## src/hdl/tpic_pkg.sv

```systemverilog
package tpic_pkg;

  localparam logic [11:0] OFS_MODE     = 12'h000;
  localparam logic [11:0] OFS_START    = 12'h004;
  localparam logic [11:0] OFS_STOP     = 12'h008;
  localparam logic [11:0] OFS_ENSTAT   = 12'h00c;
  localparam logic [11:0] OFS_COUNT    = 12'h010;
  localparam logic [11:0] OFS_DATA     = 12'h014;
  localparam logic [11:0] OFS_STATUS   = 12'h018;
  localparam logic [11:0] OFS_UNIT     = 12'h01c;
  localparam logic [11:0] OFS_PRESCALE = 12'h020;
  localparam logic [11:0] OFS_NFILT    = 12'h024;
  localparam logic [11:0] OFS_OUTCTRL  = 12'h028;

  // Mode register field positions.
  localparam int POS_OPCLK    = 14;
  localparam int POS_CCS      = 12;
  localparam int POS_MSPLIT   = 11;
  localparam int POS_TRIG     = 8;
  localparam int POS_EDGE     = 6;
  localparam int POS_OPMODE   = 1;
  localparam int POS_STARTIRQ = 0;
  localparam logic [15:0] MODE_EDGE_MASK = 16'h00c0;

  localparam logic [2:0] OPMODE_CAPTURE = 3'h2;
  localparam logic [2:0] TRIG_PIN_EDGE  = 3'h1;
  localparam logic [1:0] EDGE_FALL      = 2'h0;
  localparam logic [1:0] EDGE_RISE      = 2'h1;
  localparam logic [1:0] EDGE_BOTH      = 2'h2;

  // Output control bit positions.
  localparam int POS_OUT_VALUE  = 0;
  localparam int POS_OUT_ENABLE = 1;
  localparam int POS_OUT_LEVEL  = 2;
  localparam int POS_OUT_MODE   = 3;

  localparam int POS_OVF = 0;

  localparam logic [15:0] RST_MODE     = 16'h0000;
  localparam logic [15:0] RST_COUNT    = 16'hffff;
  localparam logic [15:0] RST_DATA     = 16'h0000;
  localparam logic [15:0] RST_PRESCALE = 16'h0000;
  localparam logic [15:0] COUNT_CLEAR  = 16'h0000;
  localparam logic [15:0] COUNT_FULL   = 16'hffff;

endpackage

```

## src/hdl/tpic_top.sv

```systemverilog
// Implementation choices: the APB slave port and the address map.
`timescale 1ns/100ps
`default_nettype none
module tpic_top
  import tpic_pkg::*;
#(
  parameter int CHAN_NUM = 1
) (
  input  wire logic        pclk,
  input  wire logic        presetn,
  input  wire logic        psel,
  input  wire logic        penable,
  input  wire logic        pwrite,
  input  wire logic [11:0] paddr,
  input  wire logic [31:0] pwdata,
  output logic      [31:0] prdata,
  output logic             pready,
  output logic             pslverr,
  input  wire logic        timer_in_pin,
  output logic             timer_out,
  output logic             chan_irq
);

  logic [31:0] prdata_reg;
  logic        pready_reg;
  logic        pslverr_reg;
  logic [15:0] channel_mode_config_reg;
  logic        chan_enabled_stat_reg;
  logic        first_pending_reg;
  logic [15:0] count_reg;
  logic [15:0] capture_data_reg;
  logic        overflow_flag_reg;
  logic        ovf_pending_reg;
  logic        unit_clk_enable_reg;
  logic [15:0] prescale_select_reg;
  logic        noise_filter_enable_reg;
  logic [3:0]  out_ctrl_reg;
  logic [15:0] presc_cnt_reg;
  logic        pin_meta_reg;
  logic        pin_sync_reg;
  logic        samp_reg;
  logic        filt_reg;
  logic        filt_d_reg;
  logic        irq_reg;
  logic        tout_reg;

  logic        wr_acc;
  logic        setup;
  logic        wr_start;
  logic        wr_stop;
  logic        op_tick;
  logic        cnt_tick;
  logic        pin_edge;
  logic        capture;
  logic        mode_ok;
  logic [1:0]  op_clk_sel;
  logic [1:0]  edge_sel;
  logic        running;
  logic        fresh_start;
  logic        cnt_wrap;

  function automatic logic presc_tick(input logic [15:0] cnt, input logic [3:0] pow);
    logic [15:0] mask;
    mask = 16'((17'h1 << pow) - 17'h1);
    return (cnt & mask) == mask;
  endfunction

  function automatic logic addr_mapped(input logic [11:0] a);
    logic ok;
    ok = 1'b0;
    if (a == OFS_MODE || a == OFS_START || a == OFS_STOP || a == OFS_ENSTAT) begin
      ok = 1'b1;
    end else if (a == OFS_COUNT || a == OFS_DATA || a == OFS_STATUS) begin
      ok = 1'b1;
    end else if (a == OFS_UNIT || a == OFS_PRESCALE || a == OFS_NFILT || a == OFS_OUTCTRL) begin
      ok = 1'b1;
    end
    return ok;
  endfunction

  assign setup  = psel && !penable;
  // The unit enable register itself stays writable so software can turn the unit back on.
  assign wr_acc = psel && penable && pready_reg && pwrite;
  assign wr_start = wr_acc && unit_clk_enable_reg && paddr == OFS_START && pwdata[0];
  assign wr_stop  = wr_acc && unit_clk_enable_reg && paddr == OFS_STOP && pwdata[0];

  assign op_clk_sel = channel_mode_config_reg[POS_OPCLK +: 2];
  assign edge_sel   = channel_mode_config_reg[POS_EDGE +: 2];
  assign mode_ok = channel_mode_config_reg[POS_OPMODE +: 3] == OPMODE_CAPTURE
                   && !channel_mode_config_reg[POS_MSPLIT];

  // Channels other than 1 and 3 only have prescaled clocks 0 and 1, so the
  // low code bit is ignored there.
  always_comb begin
    logic [1:0] code;
    code = op_clk_sel;
    if (CHAN_NUM != 1 && CHAN_NUM != 3) begin
      code[0] = 1'b0;
    end
    case (code)
      2'h0:    op_tick = presc_tick(presc_cnt_reg, prescale_select_reg[3:0]);
      2'h2:    op_tick = presc_tick(presc_cnt_reg, prescale_select_reg[7:4]);
      2'h1:    op_tick = presc_tick(presc_cnt_reg, prescale_select_reg[11:8]);
      default: op_tick = presc_tick(presc_cnt_reg, prescale_select_reg[15:12]);
    endcase
    op_tick = op_tick && unit_clk_enable_reg;
  end

  always_comb begin
    pin_edge = 1'b0;
    if (filt_reg != filt_d_reg) begin
      case (edge_sel)
        EDGE_FALL: pin_edge = !filt_reg;
        EDGE_RISE: pin_edge = filt_reg;
        EDGE_BOTH: pin_edge = 1'b1;
        // Code 11 is not programmed by software, so it detects nothing.
        default:   pin_edge = 1'b0;
      endcase
    end
  end

  // With the select bit set the counter follows the valid pin edges instead.
  assign cnt_tick = channel_mode_config_reg[POS_CCS] ? pin_edge : op_tick;
  assign capture = chan_enabled_stat_reg && mode_ok
                   && ((pin_edge && channel_mode_config_reg[POS_TRIG +: 3] == TRIG_PIN_EDGE)
                       || wr_start);

  // A stop request in the same cycle as a capture wins for count, data and flag; the capture interrupt still fires.
  assign running     = chan_enabled_stat_reg && mode_ok && !wr_stop;
  assign fresh_start = wr_start && !chan_enabled_stat_reg;
  assign cnt_wrap    = cnt_tick && !first_pending_reg && count_reg == COUNT_FULL;

  always_ff @(posedge pclk or negedge presetn) begin
    if (!presetn) begin
      pready_reg  <= 1'b0;
      pslverr_reg <= 1'b0;
      prdata_reg  <= 32'h0000_0000;
    end else begin
      pready_reg  <= setup;
      pslverr_reg <= setup && !addr_mapped(paddr);
      prdata_reg  <= 32'h0000_0000;
      // Read data is taken at the setup edge, so it stands for the whole access cycle.
      // Registers outside the map read as zero and are flagged with an error.
      if (setup && !pwrite) begin
        if (paddr == OFS_MODE) begin
          prdata_reg <= {16'h0000, channel_mode_config_reg};
        end else if (paddr == OFS_ENSTAT) begin
          prdata_reg <= {31'h0000_0000, chan_enabled_stat_reg};
        end else if (paddr == OFS_COUNT) begin
          prdata_reg <= {16'h0000, count_reg};
        end else if (paddr == OFS_DATA) begin
          prdata_reg <= {16'h0000, capture_data_reg};
        end else if (paddr == OFS_STATUS) begin
          prdata_reg <= {31'h0000_0000, overflow_flag_reg};
        end else if (paddr == OFS_UNIT) begin
          prdata_reg <= {31'h0000_0000, unit_clk_enable_reg};
        end else if (paddr == OFS_PRESCALE) begin
          prdata_reg <= {16'h0000, prescale_select_reg};
        end else if (paddr == OFS_NFILT) begin
          prdata_reg <= {31'h0000_0000, noise_filter_enable_reg};
        end else if (paddr == OFS_OUTCTRL) begin
          prdata_reg <= {28'h000_0000, out_ctrl_reg};
        end
      end
    end
  end

  always_ff @(posedge pclk or negedge presetn) begin
    if (!presetn) begin
      unit_clk_enable_reg <= 1'b0;
    end else if (wr_acc && paddr == OFS_UNIT) begin
      unit_clk_enable_reg <= pwdata[0];
    end
  end

  always_ff @(posedge pclk or negedge presetn) begin
    if (!presetn) begin
      channel_mode_config_reg <= RST_MODE;
      prescale_select_reg     <= RST_PRESCALE;
      noise_filter_enable_reg <= 1'b0;
      out_ctrl_reg            <= 4'h0;
    end else if (!unit_clk_enable_reg) begin
      channel_mode_config_reg <= RST_MODE;
      prescale_select_reg     <= RST_PRESCALE;
      noise_filter_enable_reg <= 1'b0;
      out_ctrl_reg            <= 4'h0;
    end else if (wr_acc) begin
      if (paddr == OFS_MODE) begin
        if (chan_enabled_stat_reg) begin
          channel_mode_config_reg <= (channel_mode_config_reg & ~MODE_EDGE_MASK)
                                     | (pwdata[15:0] & MODE_EDGE_MASK);
        end else begin
          channel_mode_config_reg <= pwdata[15:0];
        end
      end else if (paddr == OFS_PRESCALE) begin
        prescale_select_reg <= pwdata[15:0];
      end else if (paddr == OFS_NFILT) begin
        noise_filter_enable_reg <= pwdata[0];
      end else if (paddr == OFS_OUTCTRL && !chan_enabled_stat_reg) begin
        out_ctrl_reg <= pwdata[3:0];
      end
    end
  end

  // One free-running counter serves all four prescaled clocks, which keeps them in phase.
  // A zero field makes that clock tick on every pclk edge.
  always_ff @(posedge pclk or negedge presetn) begin
    if (!presetn) begin
      presc_cnt_reg <= 16'h0000;
    end else if (!unit_clk_enable_reg) begin
      presc_cnt_reg <= 16'h0000;
    end else begin
      presc_cnt_reg <= presc_cnt_reg + 16'h0001;
    end
  end

  // Two flip-flops bring the pin into the pclk domain.
  always_ff @(posedge pclk or negedge presetn) begin
    if (!presetn) begin
      pin_meta_reg <= 1'b0;
      pin_sync_reg <= 1'b0;
    end else begin
      pin_meta_reg <= timer_in_pin;
      pin_sync_reg <= pin_meta_reg;
    end
  end

  // The filter demands two equal operation-clock samples, adding one tick of lag.
  always_ff @(posedge pclk or negedge presetn) begin
    if (!presetn) begin
      samp_reg   <= 1'b0;
      filt_reg   <= 1'b0;
      filt_d_reg <= 1'b0;
    end else if (!unit_clk_enable_reg) begin
      samp_reg   <= 1'b0;
      filt_reg   <= 1'b0;
      filt_d_reg <= 1'b0;
    end else begin
      filt_d_reg <= filt_reg;
      if (op_tick) begin
        samp_reg <= pin_sync_reg;
        if (!noise_filter_enable_reg) begin
          filt_reg <= pin_sync_reg;
        end else if (samp_reg == pin_sync_reg) begin
          filt_reg <= samp_reg;
        end
      end
    end
  end

  // Stop outranks start; one transfer carries only one of them, so the order only matters
  // if both trigger bits are ever mapped to the same word.
  always_ff @(posedge pclk or negedge presetn) begin
    if (!presetn) begin
      chan_enabled_stat_reg <= 1'b0;
    end else if (!unit_clk_enable_reg) begin
      chan_enabled_stat_reg <= 1'b0;
    end else if (wr_stop) begin
      chan_enabled_stat_reg <= 1'b0;
    end else if (wr_start) begin
      chan_enabled_stat_reg <= 1'b1;
    end
  end

  always_ff @(posedge pclk or negedge presetn) begin
    if (!presetn) begin
      first_pending_reg <= 1'b0;
      count_reg         <= RST_COUNT;
    end else if (!unit_clk_enable_reg) begin
      first_pending_reg <= 1'b0;
      count_reg         <= RST_COUNT;
    end else if (fresh_start) begin
      first_pending_reg <= 1'b1;
    end else if (running) begin
      if (capture) begin
        count_reg         <= COUNT_CLEAR;
        first_pending_reg <= 1'b0;
      end else if (cnt_tick) begin
        if (first_pending_reg) begin
          count_reg         <= COUNT_CLEAR;
          first_pending_reg <= 1'b0;
        end else begin
          count_reg <= count_reg + 16'h0001;
        end
      end
    end
  end

  always_ff @(posedge pclk or negedge presetn) begin
    if (!presetn) begin
      capture_data_reg <= RST_DATA;
    end else if (!unit_clk_enable_reg) begin
      capture_data_reg <= RST_DATA;
    end else if (running && capture) begin
      capture_data_reg <= count_reg;
    end
  end

  // The flag keeps its value over a restart; only the pending wrap is dropped.
  always_ff @(posedge pclk or negedge presetn) begin
    if (!presetn) begin
      overflow_flag_reg <= 1'b0;
      ovf_pending_reg   <= 1'b0;
    end else if (!unit_clk_enable_reg) begin
      overflow_flag_reg <= 1'b0;
      ovf_pending_reg   <= 1'b0;
    end else if (fresh_start) begin
      ovf_pending_reg <= 1'b0;
    end else if (running && capture) begin
      overflow_flag_reg <= ovf_pending_reg || cnt_wrap;
      ovf_pending_reg   <= 1'b0;
    end else if (running && cnt_wrap) begin
      ovf_pending_reg <= 1'b1;
    end
  end

  // The start interrupt also needs a valid capture setup, so a start with a wrong mode
  // code raises nothing.
  always_ff @(posedge pclk or negedge presetn) begin
    if (!presetn) begin
      irq_reg <= 1'b0;
    end else begin
      irq_reg <= capture
                 || (wr_start && !chan_enabled_stat_reg && mode_ok
                     && channel_mode_config_reg[POS_STARTIRQ]);
    end
  end

  // The counter never drives the output; only the software value bit reaches the pin.
  always_ff @(posedge pclk or negedge presetn) begin
    if (!presetn) begin
      tout_reg <= 1'b0;
    end else begin
      tout_reg <= out_ctrl_reg[POS_OUT_VALUE] && out_ctrl_reg[POS_OUT_ENABLE]
                  && !chan_enabled_stat_reg;
    end
  end

  assign prdata    = prdata_reg;
  assign pready    = pready_reg;
  assign pslverr   = pslverr_reg;
  assign chan_irq  = irq_reg;
  assign timer_out = tout_reg;

endmodule
`default_nettype wire

```

## config.mk

```make
export PLATFORM = sky130hd
export DESIGN_NAME = tpic_top
export DESIGN_NICKNAME = d
export VERILOG_FILES = /design/src/hdl/tpic_pkg.sv /design/src/hdl/tpic_top.sv
export SDC_FILE = /design/constraint.sdc
export NUM_CORES = 1
export LEC_CHECK = 0
export ABC_AREA = 1
export BUFFER_PORTS_ARGS = -buffer_cell sky130_fd_sc_hd__buf_2
export CELL_PAD_IN_SITES_DETAIL_PLACEMENT = 0
export CELL_PAD_IN_SITES_GLOBAL_PLACEMENT = 2
export CORE_ASPECT_RATIO = 1.1
export CORE_MARGIN = 8
export CORE_UTILIZATION = 28
export CTS_CLUSTER_DIAMETER = 150
export DETAILED_ROUTE_END_ITERATION = 6
export MAX_ROUTING_LAYER = met4
export PLACE_DENSITY = 0.72
export REMOVE_ABC_BUFFERS = 1
export SYNTH_ARGS = -nofsm -noshare
export SYNTH_HDL_FRONTEND = slang
export SYNTH_SLANG_ARGS = --single-unit
```

## constraint.sdc

```tcl
create_clock -name pclk -period 2.3 [get_ports pclk]
set_input_delay 0 -clock pclk [delete_from_list [all_inputs] [get_ports pclk]]
set_output_delay 0 -clock pclk [all_outputs]
set_load 0.01 [all_outputs]
```

==> run metrics <==
Lkg Pwr=4.504 nW; max-cap violations=0; nets=1193; Max Clk Rate=0.4284 GHz; Psw=1.427 mW; clock transition at the registers of the reported paths=0.06 ns; routability cong.=0.8394; R2R setup slack=-0.03 ns; Synth-to-Final Area Change=28.72%; Setup violations, final=17; setup ws final=-0.03410 ns; Initial Utilization=0.2836; Rows=61; outcome=finished, violations left; M1 WL=11300 um; Clk network pwr share=0.483; initial antenna violation count=0; hold endpoint=pslverr; vias per std cell=4.831; CP Data Required Time=2.66 ns; Crit Reg-Reg Endpoint=count_reg[8]; R2R cell count=18; WL final=24540 um; drc violations=0; ant diodes=0; violated checks=negative setup slack; RSZ-0062 raised after global routing=true; Hold Path Cell Cnt=4; H-Tree Depth=4; vias post-DR=7078; most frequent cells in the layout=246 x nand2_1, 98 x nand3_1, 97 x inv_1, 97 x dfrtp_1, 88 x buf_4; Placed Instance Area=0.008197 mm2; Slew headroom=0.2472; post-synthesis sequential area ratio=0.4034; share of layout cells above drive strength 1=0.2243; highest routed layer=met4; skew final=0.009898 ns; start point of the worst hold path=paddr[5]; root buffer cell=clkbuf_16; port bufs=53; Pre-antenna DRT Iters=5; DP HPWL=18310 um; Adder-Cell Fraction of Synth Area=0.01054; Syn Inst Count=998; Final Non-Filler Cells=1465; Comb pwr share=0.101; minimum clock period=2.334 ns; syn_area_per_cell=7.136 um2; drt wl/cell=16.75 um; CTS tree=built; Die ar.=0.03080 mm2; number of global-route vias before repair=7163; core area=0.02511 mm2; Met2 Wirelength=12080 um; Critical R2R Launch=prescale_select_reg[10]; Seq pwr share=0.416; Yosys reg bits=114; Synth Area in XOR/XNOR=0.006149; pwr/cell area=562.6 mW/mm2; grt ovf=0; Max VDD drop=0.0003550 V; Horiz. Die Dim=168.1 um; I/O pin cnt=86; post-synthesis mux area share=0.001405; crit end category=flop; Synth Area in Compound Gates=0.1604; Tcrit/Tclk final=1.015; Int Power=3.731 mW; design area=0.009168 mm2; total global-route track usage=0.1680; Hold Crit Class=in2reg; WS Path Type=reg2reg; unique cell type count in the Yosys netlist=43; DRT antenna net count=0; sw frac=0.2767; main combinational cell family by area after synthesis=simple AND/OR/NAND/NOR gates; routed wl met3=616 um; Critical Path Fanout Max=8; Placement Setup Slack=-0.1099 ns; endpoints failing hold=0; synthesized area=0.007122 mm2; CTS sink count=114; Die Height=183.3 um; largest net degree at the start of global routing=88; placed cell count=1406; Worst-Margin Slew=1.125 ns; DRT iter0 DRCs=379; Pins Over Slew Limit=0; Post-Synth Simple-Gate Area=0.3124; CP startpoint kind=flop; first-pass GRT wire length=39680 um; yosys warns=0; maximum root-to-sink buffer count=2; clock latency reported for the late side of the worst-skew pair=0.42 ns; Crit path arrival time=2.69 ns; total CTS buffers=17; most common cell after layout, fill and taps aside=nand2_1
per-stage QoR:
stage / setup TNS [ns] / utilization / total power [mW] / hold WS (ns)
after CTS: -0.8654 / 0.3622 / 5.217 / 0.02912
after detailed placement: -1.629 / 0.3264 / 2.660 / -0.02071
after global placement: -1.165 / 0.3264 / 2.660 / -0.01646
after floorplan: -37.82 / - / 2.394 / -0.2956
after global routing: -4.059 / 0.3651 / 5.363 / 0.1032
final: -0.3436 / 0.3651 / 5.157 / 0.05972
layer usage:
metal  global-route usage  vias up
li1                     -     3576
met1               0.2070     3370
met2               0.2793      100
met3              0.02473       32
met4              0.05504        0
met5                    -        -
power groups by stage:
stage / clock network (mW) / registers [mW] / logic, mW
floorplan: 0 / 2.16 / 0.234
global placement: 0 / 2.18 / 0.480
detailed placement: 0 / 2.18 / 0.481
CTS: 2.55 / 2.14 / 0.527
global route: 2.63 / 2.15 / 0.581
finish: 2.49 / 2.15 / 0.519
cell type report:
cell class,count,area (um2)
clock inverters,14,118.9
flip-flops and latches,114,2874
clock buffers,18,429.2
inverters,107,401.6
multi-input cells,732,3737
repair buffers,165,1212
well taps,315,394.1
fillers,2689,15940
worst max-delay path by stage:
stage	slack, ns	cells after the start	endpoint	from
after floorplan	-1.11	10	ovf_pending_reg	unit_clk_enable_reg
after global placement	-0.08	18	count_reg[7]	prescale_select_reg[9]
after detailed placement	-0.11	18	count_reg[10]	prescale_select_reg[9]
after CTS	-0.06	18	count_reg[6]	prescale_select_reg[10]
after global routing	-0.23	18	count_reg[4]	prescale_select_reg[10]
final	-0.03	18	count_reg[8]	prescale_select_reg[10]
logic make-up after synthesis:
| kind of cell | Yosys count |
|---|---|
| buffers and inverters | 169 |
| other | 1 |
| adder cells (fa/ha/maj) | 6 |
| AND/OR/NAND/NOR | 504 |
| multiplexers | 1 |
| flip-flops | 114 |
| XOR/XNOR | 5 |
| AO/OA/AOI/OAI | 198 |
synthesized netlist by cell type, drive strengths merged:
master / instances / area, um2
nand2: 260 / 990.9
inv: 107 / 401.6
nand3: 106 / 550.5
dfrtp: 98 / 2452
nor2: 98 / 402.9
o21ai: 92 / 464.2
a21oi: 46 / 230.2
buf: 39 / 259.0
clkbuf: 23 / 88.84
o211ai: 22 / 165.2
nor3: 19 / 110.1
dfstp: 16 / 420.4
nand4: 14 / 117.6
o22ai: 9 / 56.30
o31ai: 8 / 60.06
o221ai: 7 / 61.31
ha: 6 / 75.07
o21bai: 5 / 37.54
a31oi: 4 / 25.02
nor4: 4 / 31.28
o2111ai: 4 / 35.03
xor2: 4 / 35.03
nand3b: 2 / 15.01
a22oi: 1 / 7.510
conb: 1 / 3.750
mux2i: 1 / 10.01
or2: 1 / 6.260
xnor2: 1 / 8.760
worst max-delay path: stages, from the launching register on:
cell and delay (ns):
dfrtp_1 0.40, nor2_4 0.13, inv_2 0.06, nor2_4 0.12, inv_2 0.05, ha_4 0.26
nor2_2 0.03, a21oi_1 0.10, nand4_1 0.09, nor2_1 0.11, nand2_1 0.06, nor2_1 0.09
nand2_1 0.07, nand3_2 0.09, nand4_4 0.17, nand3_4 0.20, nand2_8 0.11, nand3_1 0.08
nand2_1 0.05
timing repair:
action | 4_1_cts | 5_1_grt
buffers inserted | 3 | 2
hold endpoints to repair | 113 | 0
hold buffers | 20 | 0
resized for setup | 24 | 16
cloned | 2 | 0
setup endpoints to repair | 19 | 31
pin swaps | 10 | 7
No activity file was read; power rests on OpenSTA's default activity.
